$ cat config.mk
export PLATFORM = sky130hd
export DESIGN_NAME = phone_mode_sequencer
export DESIGN_NICKNAME = d
export VERILOG_FILES = /design/src/include/phone_mode_pkg.sv /design/src/include/seq_link_if.sv /design/src/rtl/serial_8n1.sv /design/src/rtl/strap_scan.sv /design/src/rtl/phone_mode_sequencer.sv
export VERILOG_INCLUDE_DIRS = /design/src /design/src/include
export SDC_FILE = /design/constraint.sdc
export NUM_CORES = 1
export LEC_CHECK = 0
export BUFFER_PORTS_ARGS = -buffer_cell sky130_fd_sc_hd__clkbuf_2
export CAP_MARGIN = 30
export CELL_PAD_IN_SITES_DETAIL_PLACEMENT = 0
export CELL_PAD_IN_SITES_GLOBAL_PLACEMENT = 1
export CORE_MARGIN = 1
export CORE_UTILIZATION = 47
export CTS_CLUSTER_DIAMETER = 100
export DETAILED_ROUTE_END_ITERATION = 10
export HOLD_SLACK_MARGIN = 0.12
export PLACE_DENSITY = 0.78
export SETUP_SLACK_MARGIN = 0.02
export SLEW_MARGIN = 20
export SYNTH_ARGS = -nofsm -noshare
export SYNTH_HDL_FRONTEND = slang
export SYNTH_HIERARCHICAL = 1
export SYNTH_SLANG_ARGS = --single-unit
$ cat constraint.sdc
create_clock -name clk_i -period 4.26 [get_ports clk_i]
set_input_delay 0.426 -clock clk_i [delete_from_list [all_inputs] [get_ports clk_i]]
set_output_delay 0.426 -clock clk_i [all_outputs]
set_load 0.01 [all_outputs]
$ cat src/include/phone_mode_regs.svh
// Offsets, field positions, reset values and timing counts of the sequencer
// What this block does
// - Both hooks open, no ring: idle, silent
// - Ringing: oscillator runs, valid ring reported
// - Ring supply up: start oscillator, check frequency
// - Valid ring: send line change, start watchdog
// - Unacknowledged at expiry: backup mode, play melody
// - Backup: keyscan on while off hook, handset path, serial available
// - Own dialling, once begun, is never interrupted
// - Backup to main only before own dialling
// - Main mode: keyscan off, one serial route
// - Route commands set the three analog switches
// - Supply up: handset on, hook starts scan, settings
// - Backup start-up also sends line change
// - Tone dialling feeds attenuated comfort tone
// - Strap sampled once per off-hook, then held
// - Strap pattern decodes compensation and tone level
// - Serial frames 9600 baud 8N1, LSB first
`ifndef PHONE_MODE_REGS_SVH
`define PHONE_MODE_REGS_SVH

`define CLK_HZ         100000000
`define BAUD           9600
`define OVS            16
`define BAUD16_CYC     (`CLK_HZ / (`BAUD * `OVS))
`define SCAN_STEP_US   10
`define SCAN_STEP_CYC  (`SCAN_STEP_US * (`CLK_HZ / 1000000))
`define MEL_HALF_A     7'h30
`define MEL_HALF_B     7'h40
`define MEL_HALF_C     7'h50

`define ADDR_CTRL      8'h00
`define ADDR_STATE     8'h04
`define ADDR_ISTS      8'h08
`define ADDR_IMASK     8'h0c
`define CTRL_MELODY    0
`define CTRL_RST       1'h1
`define IMASK_RST      5'h00

`define EV_RING        0
`define EV_WDOG        1
`define EV_LINE        2
`define EV_CMD         3
`define EV_SCAN        4

`define CMD_HANDSET    6'h33
`define CMD_MONITOR    6'h3b
`define CMD_MODEM      6'h35
`define CMD_STATUS     6'h31
`define STAT_RING      7
`define STAT_MHS       6

`endif

$ cat src/include/phone_mode_pkg.sv
// Types shared by the phone mode sequencer modules
package phone_mode_pkg;
  typedef enum logic [2:0] {
    IDLE = 3'h0, RING_DISC = 3'h1, RING_WDOG = 3'h3,
    FALLBACK = 3'h2, HOST = 3'h6
  } mode_t;
  typedef enum logic [1:0] {
    ROUTE_HANDSET = 2'h0, ROUTE_MONITOR = 2'h1, ROUTE_MODEM = 2'h2
  } route_t;
  typedef enum logic [1:0] {
    LLC_45_75 = 2'h0, LLC_20_50 = 2'h1, LLC_NONE = 2'h2
  } llc_t;
  typedef enum logic [1:0] {
    LVL_6DBM = 2'h0, LVL_8DBM = 2'h1, LVL_10DBM = 2'h2
  } dtmf_lvl_t;
endpackage

$ cat src/include/seq_link_if.sv
// Carrier between the sequencer and its serial and strap-scan helpers
`timescale 1ns/1ns
interface seq_link_if;
  logic       tick;
  logic       tx_start;
  logic       tx_abort;
  logic [7:0] tx_byte;
  logic       tx_busy;
  logic       rx_valid;
  logic [7:0] rx_byte;
  logic       scan_start;
  logic       scan_busy;
  logic [4:0] scan_result;
  modport uart (input tx_start, tx_abort, tx_byte,
                output tick, tx_busy, rx_valid, rx_byte);
  modport scan (input scan_start, output scan_busy, scan_result);
  modport ctrl (output tx_start, tx_abort, tx_byte, scan_start,
                input tick, tx_busy, rx_valid, rx_byte,
                scan_busy, scan_result);
endinterface

$ cat src/rtl/serial_8n1.sv
// Serial 8N1 transmitter and receiver with 16x oversampling
`timescale 1ns/1ns
`include "phone_mode_regs.svh"
module serial_8n1 (
  input  wire logic clk_i,
  input  wire logic resetn_i,
  seq_link_if.uart  lnk,
  input  wire logic rxd_i,
  output logic      txd_o,
  output logic      txd_oe_o
);
  typedef struct packed {
    logic [9:0] div;
    logic       tick;
    logic [9:0] tx_sh;
    logic [3:0] tx_cnt;
    logic [13:0] tx_div;
    logic       rx_act;
    logic [3:0] rx_sub;
    logic [3:0] rx_bit;
    logic [7:0] rx_sh;
    logic       rx_vld;
    logic [7:0] rx_byte;
  } uart_state_t;
  uart_state_t q, d;

  always_comb begin
    d = q;
    d.tick = 1'b0;
    d.rx_vld = 1'b0;
    if (q.div == 10'(`BAUD16_CYC - 1)) begin
      d.div = 10'h000;
      d.tick = 1'b1;
    end else begin
      d.div = q.div + 10'h001;
    end
    // Own bit timer, so the start bit is a whole bit long
    if (q.tx_cnt != 4'h0) begin
      if (q.tx_div == 14'(`BAUD16_CYC * `OVS - 1)) begin
        d.tx_div = 14'h0000;
        d.tx_sh = {1'b1, q.tx_sh[9:1]};
        d.tx_cnt = q.tx_cnt - 4'h1;
      end else begin
        d.tx_div = q.tx_div + 14'h0001;
      end
    end
    if (q.tick) begin
      if (!q.rx_act) begin
        if (!rxd_i) begin
          d.rx_act = 1'b1;
          d.rx_sub = 4'h0;
          d.rx_bit = 4'h0;
        end
      end else begin
        d.rx_sub = q.rx_sub + 4'h1;
        if (q.rx_sub == 4'h7) begin
          d.rx_bit = q.rx_bit + 4'h1;
          // Mid-bit sample; a glitch on the start bit is dropped
          if (q.rx_bit == 4'h0 && rxd_i) begin
            d.rx_act = 1'b0;
          end else if (q.rx_bit == 4'h9) begin
            d.rx_act = 1'b0;
            d.rx_vld = rxd_i;
            d.rx_byte = q.rx_sh;
          end else if (q.rx_bit != 4'h0) begin
            d.rx_sh = {rxd_i, q.rx_sh[7:1]};
          end
        end
      end
    end
    if (lnk.tx_start && q.tx_cnt == 4'h0) begin
      d.tx_sh = {1'b1, lnk.tx_byte, 1'b0};
      d.tx_cnt = 4'ha;
      d.tx_div = 14'h0000;
    end
    // Idle stops the oscillator, so a frame in flight is dropped
    if (lnk.tx_abort) begin
      d.tx_cnt = 4'h0;
      d.tx_sh = 10'h3ff;
    end
  end

  always_ff @(posedge clk_i or negedge resetn_i) begin
    if (!resetn_i) begin
      q <= '0;
      q.tx_sh <= 10'h3ff;
    end else begin
      q <= d;
    end
  end

  assign lnk.tick = q.tick;
  assign lnk.tx_busy = (q.tx_cnt != 4'h0);
  assign lnk.rx_valid = q.rx_vld;
  assign lnk.rx_byte = q.rx_byte;
  // Open drain: only a low is driven
  assign txd_o = 1'b0;
  assign txd_oe_o = (q.tx_cnt != 4'h0) && !q.tx_sh[0];
endmodule

$ cat src/rtl/strap_scan.sv
// Walks the keypad lines low one at a time and senses the mode pin
`timescale 1ns/1ns
`include "phone_mode_regs.svh"
module strap_scan (
  input  wire logic       clk_i,
  input  wire logic       resetn_i,
  seq_link_if.scan        lnk,
  input  wire logic       mode_pin_i,
  output logic [4:0]      keypad_line_o,
  output logic [4:0]      keypad_line_oe_o
);
  typedef struct packed {
    logic       busy;
    logic [2:0] idx;
    logic [9:0] cnt;
    logic [4:0] res;
    logic [4:0] oe;
  } scan_state_t;
  scan_state_t q, d;

  always_comb begin
    d = q;
    if (lnk.scan_start && !q.busy) begin
      d.busy = 1'b1;
      d.idx = 3'h0;
      d.cnt = 10'h000;
      d.res = 5'h00;
    end else if (q.busy) begin
      d.cnt = q.cnt + 10'h001;
      if (q.cnt == 10'(`SCAN_STEP_CYC - 1)) begin
        // A strapped line pulls the mode pin low
        d.res[q.idx] = !mode_pin_i;
        d.cnt = 10'h000;
        d.idx = q.idx + 3'h1;
        if (q.idx == 3'h4) begin
          d.busy = 1'b0;
        end
      end
    end
    d.oe = d.busy ? (5'h01 << d.idx) : 5'h00;
  end

  always_ff @(posedge clk_i or negedge resetn_i) begin
    if (!resetn_i) begin
      q <= '0;
    end else begin
      q <= d;
    end
  end

  assign lnk.scan_busy = q.busy;
  assign lnk.scan_result = q.res;
  assign keypad_line_o = 5'h00;
  assign keypad_line_oe_o = q.oe;
endmodule

$ cat src/rtl/phone_mode_sequencer.sv
// Mode, ring watchdog, route and strap control of the line-powered phone
//
// The implementer's own choices: the address map and the plain strobed port.
`timescale 1ns/1ns
`include "phone_mode_regs.svh"
module phone_mode_sequencer #(
  parameter int WDOG_MS     = 1000,
  parameter int RING_MIN_US = 14700,
  parameter int RING_MAX_US = 66700
) (
  input  wire logic                    clk_i,
  input  wire logic                    resetn_i,
  input  wire logic [7:0]              addr_i,
  input  wire logic [31:0]             wdata_i,
  input  wire logic                    we_i,
  input  wire logic                    re_i,
  output logic [31:0]                  rdata_o,
  output logic                         irq_o,
  input  wire logic                    manual_hook_input_i,
  input  wire logic                    electronic_hook_input_i,
  input  wire logic                    ring_supply_i,
  input  wire logic                    supply_ok_i,
  input  wire logic                    ring_discrimination_input_i,
  input  wire logic                    dial_started_i,
  input  wire logic                    tone_dialling_i,
  input  wire logic                    mode_pin_i,
  input  wire logic                    rxd_i,
  output logic                         txd_o,
  output logic                         txd_oe_o,
  output logic                         osc_run_o,
  output logic                         keyscan_en_o,
  output logic                         melody_output_o,
  output logic                         earpiece_out_switch_o,
  output logic                         transformer_out_switch_o,
  output logic                         transformer_in_switch_o,
  output logic                         comfort_tone_o,
  output logic [4:0]                   keypad_line_o,
  output logic [4:0]                   keypad_line_oe_o,
  output phone_mode_pkg::llc_t         loss_compensation_range_o,
  output phone_mode_pkg::dtmf_lvl_t    dtmf_level_o
);
  import phone_mode_pkg::*;

  localparam int CYC_PER_US = `CLK_HZ / 1000000;
  localparam int WDOG_CYC   = WDOG_MS * 1000 * CYC_PER_US;
  localparam int RING_MIN   = RING_MIN_US * CYC_PER_US;
  localparam int RING_MAX   = RING_MAX_US * CYC_PER_US;

  typedef struct packed {
    mode_t      mode;
    logic [31:0] wdog;
    logic       acked;
    logic [23:0] per;
    logic       rfd_d;
    logic [1:0] ring_ok;
    logic       hook_d;
    logic       scan_d;
    route_t     route;
    logic [2:0] sw;
    logic [4:0] strap;
    llc_t       loss_compensation_range;
    dtmf_lvl_t  lvl;
    logic       tx_pend;
    logic [7:0] tx_byte;
    logic       scan_go;
    logic       ctrl_mel;
    logic [4:0] ists;
    logic [4:0] imask;
    logic       irq;
    logic [31:0] rdata;
    logic [6:0] mel_cnt;
    logic [11:0] mel_seq;
    logic       mel;
    logic       osc;
    logic       keyscan;
    logic       comfort;
  } seq_state_t;
  seq_state_t q, d;

  seq_link_if lnk ();

  serial_8n1 u_serial (
    .clk_i    (clk_i),
    .resetn_i (resetn_i),
    .lnk      (lnk.uart),
    .rxd_i    (rxd_i),
    .txd_o    (txd_o),
    .txd_oe_o (txd_oe_o)
  );

  strap_scan u_scan (
    .clk_i            (clk_i),
    .resetn_i         (resetn_i),
    .lnk              (lnk.scan),
    .mode_pin_i       (mode_pin_i),
    .keypad_line_o    (keypad_line_o),
    .keypad_line_oe_o (keypad_line_oe_o)
  );

  // Strap pattern {c3,c2,c1,r2,r1} to loss compensation and tone level
  function automatic logic [3:0] strap_decode(input logic [4:0] s);
    logic [3:0] r;
    r = {LLC_45_75, LVL_6DBM};
    unique case (s)
      5'h03:   r = {LLC_45_75, LVL_8DBM};
      5'h04:   r = {LLC_45_75, LVL_10DBM};
      5'h08:   r = {LLC_20_50, LVL_6DBM};
      5'h10:   r = {LLC_20_50, LVL_8DBM};
      5'h0c:   r = {LLC_20_50, LVL_10DBM};
      5'h14:   r = {LLC_NONE, LVL_6DBM};
      5'h18:   r = {LLC_NONE, LVL_8DBM};
      5'h1c:   r = {LLC_NONE, LVL_10DBM};
      default: r = {LLC_45_75, LVL_6DBM};
    endcase
    return r;
  endfunction

  // Half period of the three-tone melody, four steps per phrase
  function automatic logic [6:0] mel_half(input logic [1:0] step);
    logic [6:0] h;
    h = `MEL_HALF_B;
    unique case (step)
      2'h0: h = `MEL_HALF_A;
      2'h1: h = `MEL_HALF_B;
      2'h2: h = `MEL_HALF_C;
      2'h3: h = `MEL_HALF_B;
    endcase
    return h;
  endfunction

  // Status byte also serves as the line change message
  function automatic logic [7:0] status_byte(input logic ring,
                                             input logic manual_hook_input,
                                             input logic electronic_hook_input);
    logic [7:0] b;
    b = 8'h01;
    b[`STAT_RING] = ring;
    b[`STAT_MHS] = manual_hook_input;
    b[5] = electronic_hook_input;
    return b;
  endfunction

  logic       hook;
  logic       hook_rise;
  logic       rfd_rise;
  logic       cmd_ok;
  logic [5:0] cmd;
  logic [4:0] ev;
  logic       rd_ists;
  logic [3:0] dec;

  always_comb begin
    hook = manual_hook_input_i | electronic_hook_input_i;
    hook_rise = hook && !q.hook_d;
    rfd_rise = ring_discrimination_input_i && !q.rfd_d;
    // No commands are heard while the oscillator is stopped
    cmd_ok = lnk.rx_valid && lnk.rx_byte[0] && (q.mode != IDLE);
    cmd = lnk.rx_byte[5:0];
    rd_ists = re_i && (addr_i == `ADDR_ISTS);
    dec = strap_decode(lnk.scan_result);
    ev = 5'h00;
    d = q;
    d.hook_d = hook;
    d.rfd_d = ring_discrimination_input_i;
    d.scan_d = lnk.scan_busy;
    d.scan_go = 1'b0;
    d.rdata = 32'h0000_0000;

    unique case (q.mode)
      IDLE: begin
        if (hook && supply_ok_i) begin
          d.mode = FALLBACK;
          d.tx_pend = 1'b1;
          d.tx_byte = status_byte(1'b0, manual_hook_input_i,
                                  electronic_hook_input_i);
        end else if (ring_supply_i && supply_ok_i) begin
          d.mode = RING_DISC;
          d.per = 24'h000000;
          d.ring_ok = 2'h0;
        end
      end
      RING_DISC: begin
        if (q.per != 24'(RING_MAX + 1)) begin
          d.per = q.per + 24'h000001;
        end
        if (hook) begin
          d.mode = FALLBACK;
          d.tx_pend = 1'b1;
          d.tx_byte = status_byte(1'b0, manual_hook_input_i,
                                  electronic_hook_input_i);
        end else if (!ring_supply_i) begin
          d.mode = IDLE;
        end else if (rfd_rise) begin
          d.per = 24'h000000;
          // Two good periods in a row reject bursts of noise
          if (q.per >= 24'(RING_MIN) && q.per <= 24'(RING_MAX)) begin
            d.ring_ok = q.ring_ok + 2'h1;
            if (q.ring_ok == 2'h1) begin
              d.mode = RING_WDOG;
              d.wdog = 32'h0000_0000;
              d.acked = 1'b0;
              d.tx_pend = 1'b1;
              d.tx_byte = status_byte(1'b1, 1'b0, 1'b0);
              ev[`EV_RING] = 1'b1;
            end
          end else begin
            d.ring_ok = 2'h0;
          end
        end
      end
      RING_WDOG: begin
        if (cmd_ok) begin
          d.acked = 1'b1;
        end
        if (hook) begin
          d.mode = (q.acked || cmd_ok) ? HOST : FALLBACK;
          d.tx_pend = 1'b1;
          d.tx_byte = status_byte(1'b0, manual_hook_input_i,
                                  electronic_hook_input_i);
        end else if (!ring_supply_i) begin
          d.mode = IDLE;
        end else if (!q.acked && !cmd_ok) begin
          d.wdog = q.wdog + 32'h0000_0001;
          if (q.wdog == 32'(WDOG_CYC - 1)) begin
            d.mode = FALLBACK;
            ev[`EV_WDOG] = 1'b1;
          end
        end
      end
      FALLBACK: begin
        if (!hook && !ring_supply_i) begin
          d.mode = IDLE;
        end else if (hook && cmd_ok && !dial_started_i) begin
          d.mode = HOST;
        end
        // Once own dialling has begun nothing above moves us on
        if (hook && dial_started_i) begin
          d.mode = FALLBACK;
        end
      end
      HOST: begin
        if (!hook) begin
          d.mode = IDLE;
        end else if (cmd_ok) begin
          unique case (cmd)
            `CMD_HANDSET: d.route = ROUTE_HANDSET;
            `CMD_MONITOR: d.route = ROUTE_MONITOR;
            `CMD_MODEM:   d.route = ROUTE_MODEM;
            default:      d.route = q.route;
          endcase
        end
      end
      default: d.mode = IDLE;
    endcase

    if (cmd_ok) begin
      ev[`EV_CMD] = 1'b1;
      if (cmd == `CMD_STATUS) begin
        d.tx_pend = 1'b1;
        d.tx_byte = status_byte(q.mode == RING_WDOG,
                                manual_hook_input_i,
                                electronic_hook_input_i);
      end
    end

    // Backup mode always forces the handset route
    if (d.mode != HOST) begin
      d.route = ROUTE_HANDSET;
    end
    unique case (d.route)
      ROUTE_MONITOR: d.sw = 3'b110;
      ROUTE_MODEM:   d.sw = 3'b011;
      default:       d.sw = 3'b100;
    endcase
    if (d.mode != FALLBACK && d.mode != HOST) begin
      d.sw = 3'b000;
    end

    d.osc = (d.mode != IDLE);
    d.keyscan = (d.mode == FALLBACK) && hook;
    if (d.mode == HOST) begin
      d.keyscan = 1'b0;
    end
    d.comfort = tone_dialling_i && hook &&
                (q.mode == FALLBACK || q.mode == HOST);

    if (hook_rise && supply_ok_i) begin
      d.scan_go = 1'b1;
    end
    if (q.scan_d && !lnk.scan_busy) begin
      d.strap = lnk.scan_result;
      d.loss_compensation_range = llc_t'(dec[3:2]);
      d.lvl = dtmf_lvl_t'(dec[1:0]);
      ev[`EV_SCAN] = 1'b1;
    end

    // Idle never talks on the link
    if (q.tx_pend && !lnk.tx_busy && q.mode != IDLE) begin
      d.tx_pend = 1'b0;
      ev[`EV_LINE] = 1'b1;
    end
    if (d.mode == IDLE) begin
      d.tx_pend = 1'b0;
    end

    // Melody only while ringing in backup with hooks open
    if (q.mode == FALLBACK && !hook && ring_supply_i && q.ctrl_mel) begin
      if (lnk.tick) begin
        d.mel_seq = q.mel_seq + 12'h001;
        d.mel_cnt = q.mel_cnt + 7'h01;
        if (q.mel_cnt >= mel_half(q.mel_seq[11:10])) begin
          d.mel_cnt = 7'h00;
          d.mel = !q.mel;
        end
      end
    end else begin
      d.mel = 1'b0;
      d.mel_cnt = 7'h00;
      d.mel_seq = 12'h000;
    end

    if (we_i) begin
      if (addr_i == `ADDR_CTRL) begin
        d.ctrl_mel = wdata_i[`CTRL_MELODY];
      end else if (addr_i == `ADDR_IMASK) begin
        d.imask = wdata_i[4:0];
      end
    end
    if (re_i) begin
      unique case (addr_i)
        `ADDR_CTRL:  d.rdata = {31'h0, q.ctrl_mel};
        `ADDR_STATE: d.rdata = {16'h0, dial_started_i, q.acked, q.lvl,
                                q.loss_compensation_range, q.strap, q.route, q.mode};
        `ADDR_ISTS:  d.rdata = {27'h0, q.ists};
        `ADDR_IMASK: d.rdata = {27'h0, q.imask};
        default:     d.rdata = 32'h0000_0000;
      endcase
    end
    // A new event beats the clear of the same read
    d.ists = (rd_ists ? 5'h00 : q.ists) | ev;
    d.irq = |(d.ists & d.imask);
  end

  always_ff @(posedge clk_i or negedge resetn_i) begin
    if (!resetn_i) begin
      q <= '0;
      q.ctrl_mel <= `CTRL_RST;
      q.imask <= `IMASK_RST;
    end else begin
      q <= d;
    end
  end

  assign lnk.tx_start = q.tx_pend && q.mode != IDLE;
  assign lnk.tx_abort = (d.mode == IDLE);
  assign lnk.tx_byte = q.tx_byte;
  assign lnk.scan_start = q.scan_go;
  assign rdata_o = q.rdata;
  assign irq_o = q.irq;
  assign osc_run_o = q.osc;
  assign keyscan_en_o = q.keyscan;
  assign melody_output_o = q.mel;
  assign earpiece_out_switch_o = q.sw[2];
  assign transformer_out_switch_o = q.sw[1];
  assign transformer_in_switch_o = q.sw[0];
  assign comfort_tone_o = q.comfort;
  assign loss_compensation_range_o = q.loss_compensation_range;
  assign dtmf_level_o = q.lvl;
endmodule

==> flow_summary.yaml <==
outcome:
  status: "finished clean"
cts:
  cts_setup_buffers: 0
  clock_latency_ns: 0.52
  cts-root-buf: "clkbuf_16"
  clk_path_buf_depth: 3
  clock-sinks: 226
  cts_buffers: 25
  cts_tree: "yes"
  path_clk_slew_ns: 0.06
  htree_levels: 1
timing:
  maxSlewHeadroom: 0.514
  setup_viol: 0
  setup_tns_ns: 0
  worst_clock_skew_ns: 0.0121
  fmax_mhz: 267
  tightestPinTransition_ns: 0.719
  report.final.hold_viol_count: 0
  fin_crit_sh: 0.879
  rsz0062_at_grt: "false"
  slew_viol_final: 0
  fin_crit_ns: 3.74
die:
  die_area_um2: 25700
  die_h_um: 160
  ios: 109
  die_w_um: 160
  core_um2: 24500
  start_util: 0.481
  fp-row-count: 57
placed_design:
  gp_congestion: 0.797
  place_inst: 1511
  dp_hpwl_mm: 16.1
  numPortBuffers: 59
setup_path:
  r2r-end: "u_serial/q[47]"
  ff2ff_path_depth: 14
  reg2reg_setup_slack_ns: 0.52
  arrival_ns: 4.17
  cp-end-kind: "flip-flop"
  rr_startpoint: "q[97]"
  critPathKind: "flip-flop to flip-flop"
  cp-start-kind: "flip-flop"
  worstPathRequired_ns: 4.69
  path_max_fanout: 15
routing:
  routed_via_density: 5.39
  dr.pass1.iters: 5
  antenna_left: 0
  vias: 8406
  drc_errors: 0
  dr.first_iter.drc_count: 565
  wl_mm: 24.0
  routedWlPerCell_um: 15.4
synthesis:
  syn_area_um2: 11800
  avgSynthCellArea_um2: 9.82
  yosys_warnings: 6
  syn_inst: 1198
hold_path:
  hold_path.startpoint: "wdata_i[0]"
  hold-path-cell-count: 2
  holdCritPathClass: "input pin to flip-flop"
  worstHoldEndpoint: "q[66]"
cells_and_area:
  area_delta_synth_final_pct: 9.25
  fin_nets: 1294
  final_core_util: 0.526
  post_layout_nonfiller_instances: 1560
  layout_common_cells: "dfrtp_1 (216), nor2_1 (128), nand2_1 (104)"
  mostFrequentLayoutCell: "dfrtp_1"
  drive_gt1_frac: 0.146
global_route:
  track_usage: 0.194
  first_global_vias: 8314
  antenna_found_initial: 1
  grt_pass1_wl_mm: 41.5
  grt_max_degree: 128
  grt-ovfl-total: 0
power_and_ir_drop:
  powerDensity_nw_per_um2: 406
  p_leak_uw: 0.00589
  ir_worst_vdd_mv: 0.357
flow_run:
  max-cap-violations: 0
-- per-layer routing --
layer / vias to the layer above / wire length, um / GRT usage
met5: - / 0 / 0
met4: 0 / 376 / 0.0403
met3: 27 / 757 / 0.0283
met2: 107 / 11400 / 0.319
met1: 4086 / 11500 / 0.271
li1: 4186 / - / -
-- flip-flops by register name, summed over array words and instances (netlist names) --
signal	cells
u_serial/lnk.rx_valid	1
osc_run_o	1
transformer_out_switch_o	1
lnk.tx_byte	8
u_scan/lnk.scan_busy	1
transformer_in_switch_o	1
comfort_tone_o	1
dtmf_level_o	2
melody_output_o	1
u_scan/q	13
u_scan/lnk.scan_result	5
q	103
irq_o	1
lnk.scan_start	1
rdata_o	16
u_serial/lnk.rx_byte	6
u_serial/lnk.tick	1
u_scan/keypad_line_oe_o	5
loss_compensation_range_o	2
u_serial/q	54
earpiece_out_switch_o	1
keyscan_en_o	1
-- timing repair --
action | 4_1_cts | 5_1_grt
endpoints found under the hold margin | 121 | 0
hold buffers | 2 | 0
gates resized for setup | 0 | 0
-- how the worst max path moves through the flow --
stage | start | end | slack (ns) | cells after the start
after floorplan | q[96] | u_serial/q[41] | 1.07 | 14
after global placement | q[96] | u_serial/q[48] | 0.62 | 14
after detailed placement | q[96] | u_serial/q[46] | 0.55 | 14
after CTS | q[96] | u_serial/q[47] | 0.50 | 14
after global routing | q[96] | u_serial/q[47] | 0.16 | 14
final | q[97] | u_serial/q[47] | 0.52 | 14
-- stage by stage --
stage                     area (um^2)  hold slack, ns  setup WS [ns]  total power [uW]
after floorplan                 11800           0.130           1.07              2970
after global placement          12000           0.405          0.619              3130
after detailed placement        12000           0.404          0.550              3140
after CTS                       12800           0.142          0.503              5290
after global routing            12900           0.150          0.164              5480
final                           12900           0.162          0.516              5220
-- worst max-delay path, stage by stage (launching register included) --
cell,delay (ns)
dfrtp_1,0.38
inv_1,0.11
ha_1,0.15
or4b_2,0.57
or4_1,0.41
mux2i_1,0.14
o32a_1,0.33
nand3_1,0.28
nand2_1,0.20
nor2_1,0.11
a21o_1,0.31
a21oi_1,0.25
buf_4,0.24
nand2_1,0.07
o21ai_0,0.08
-- power by group --
| group | switching (uW) | leakage, uW | internal [uW] | total, uW |
|---|---|---|---|---|
| combinational | 372 | 0.00252 | 257 | 629 |
| sequential | 151 | 0.00299 | 2330 | 2480 |
| clock | 859 | 0.000382 | 1260 | 2110 |
| total | 1380 | 0.00589 | 3840 | 5220 |
-- layout make-up --
type,instances,area (um^2)
multi-input combinational,847,5370
clock inverter,10,110
clock buffer,35,693
tap,324,405
antenna,1,2.50
sequential,226,5670
fill,2249,11600
timing repair buffer,72,440
inverter,45,169
(Power assumes the default switching activity.)
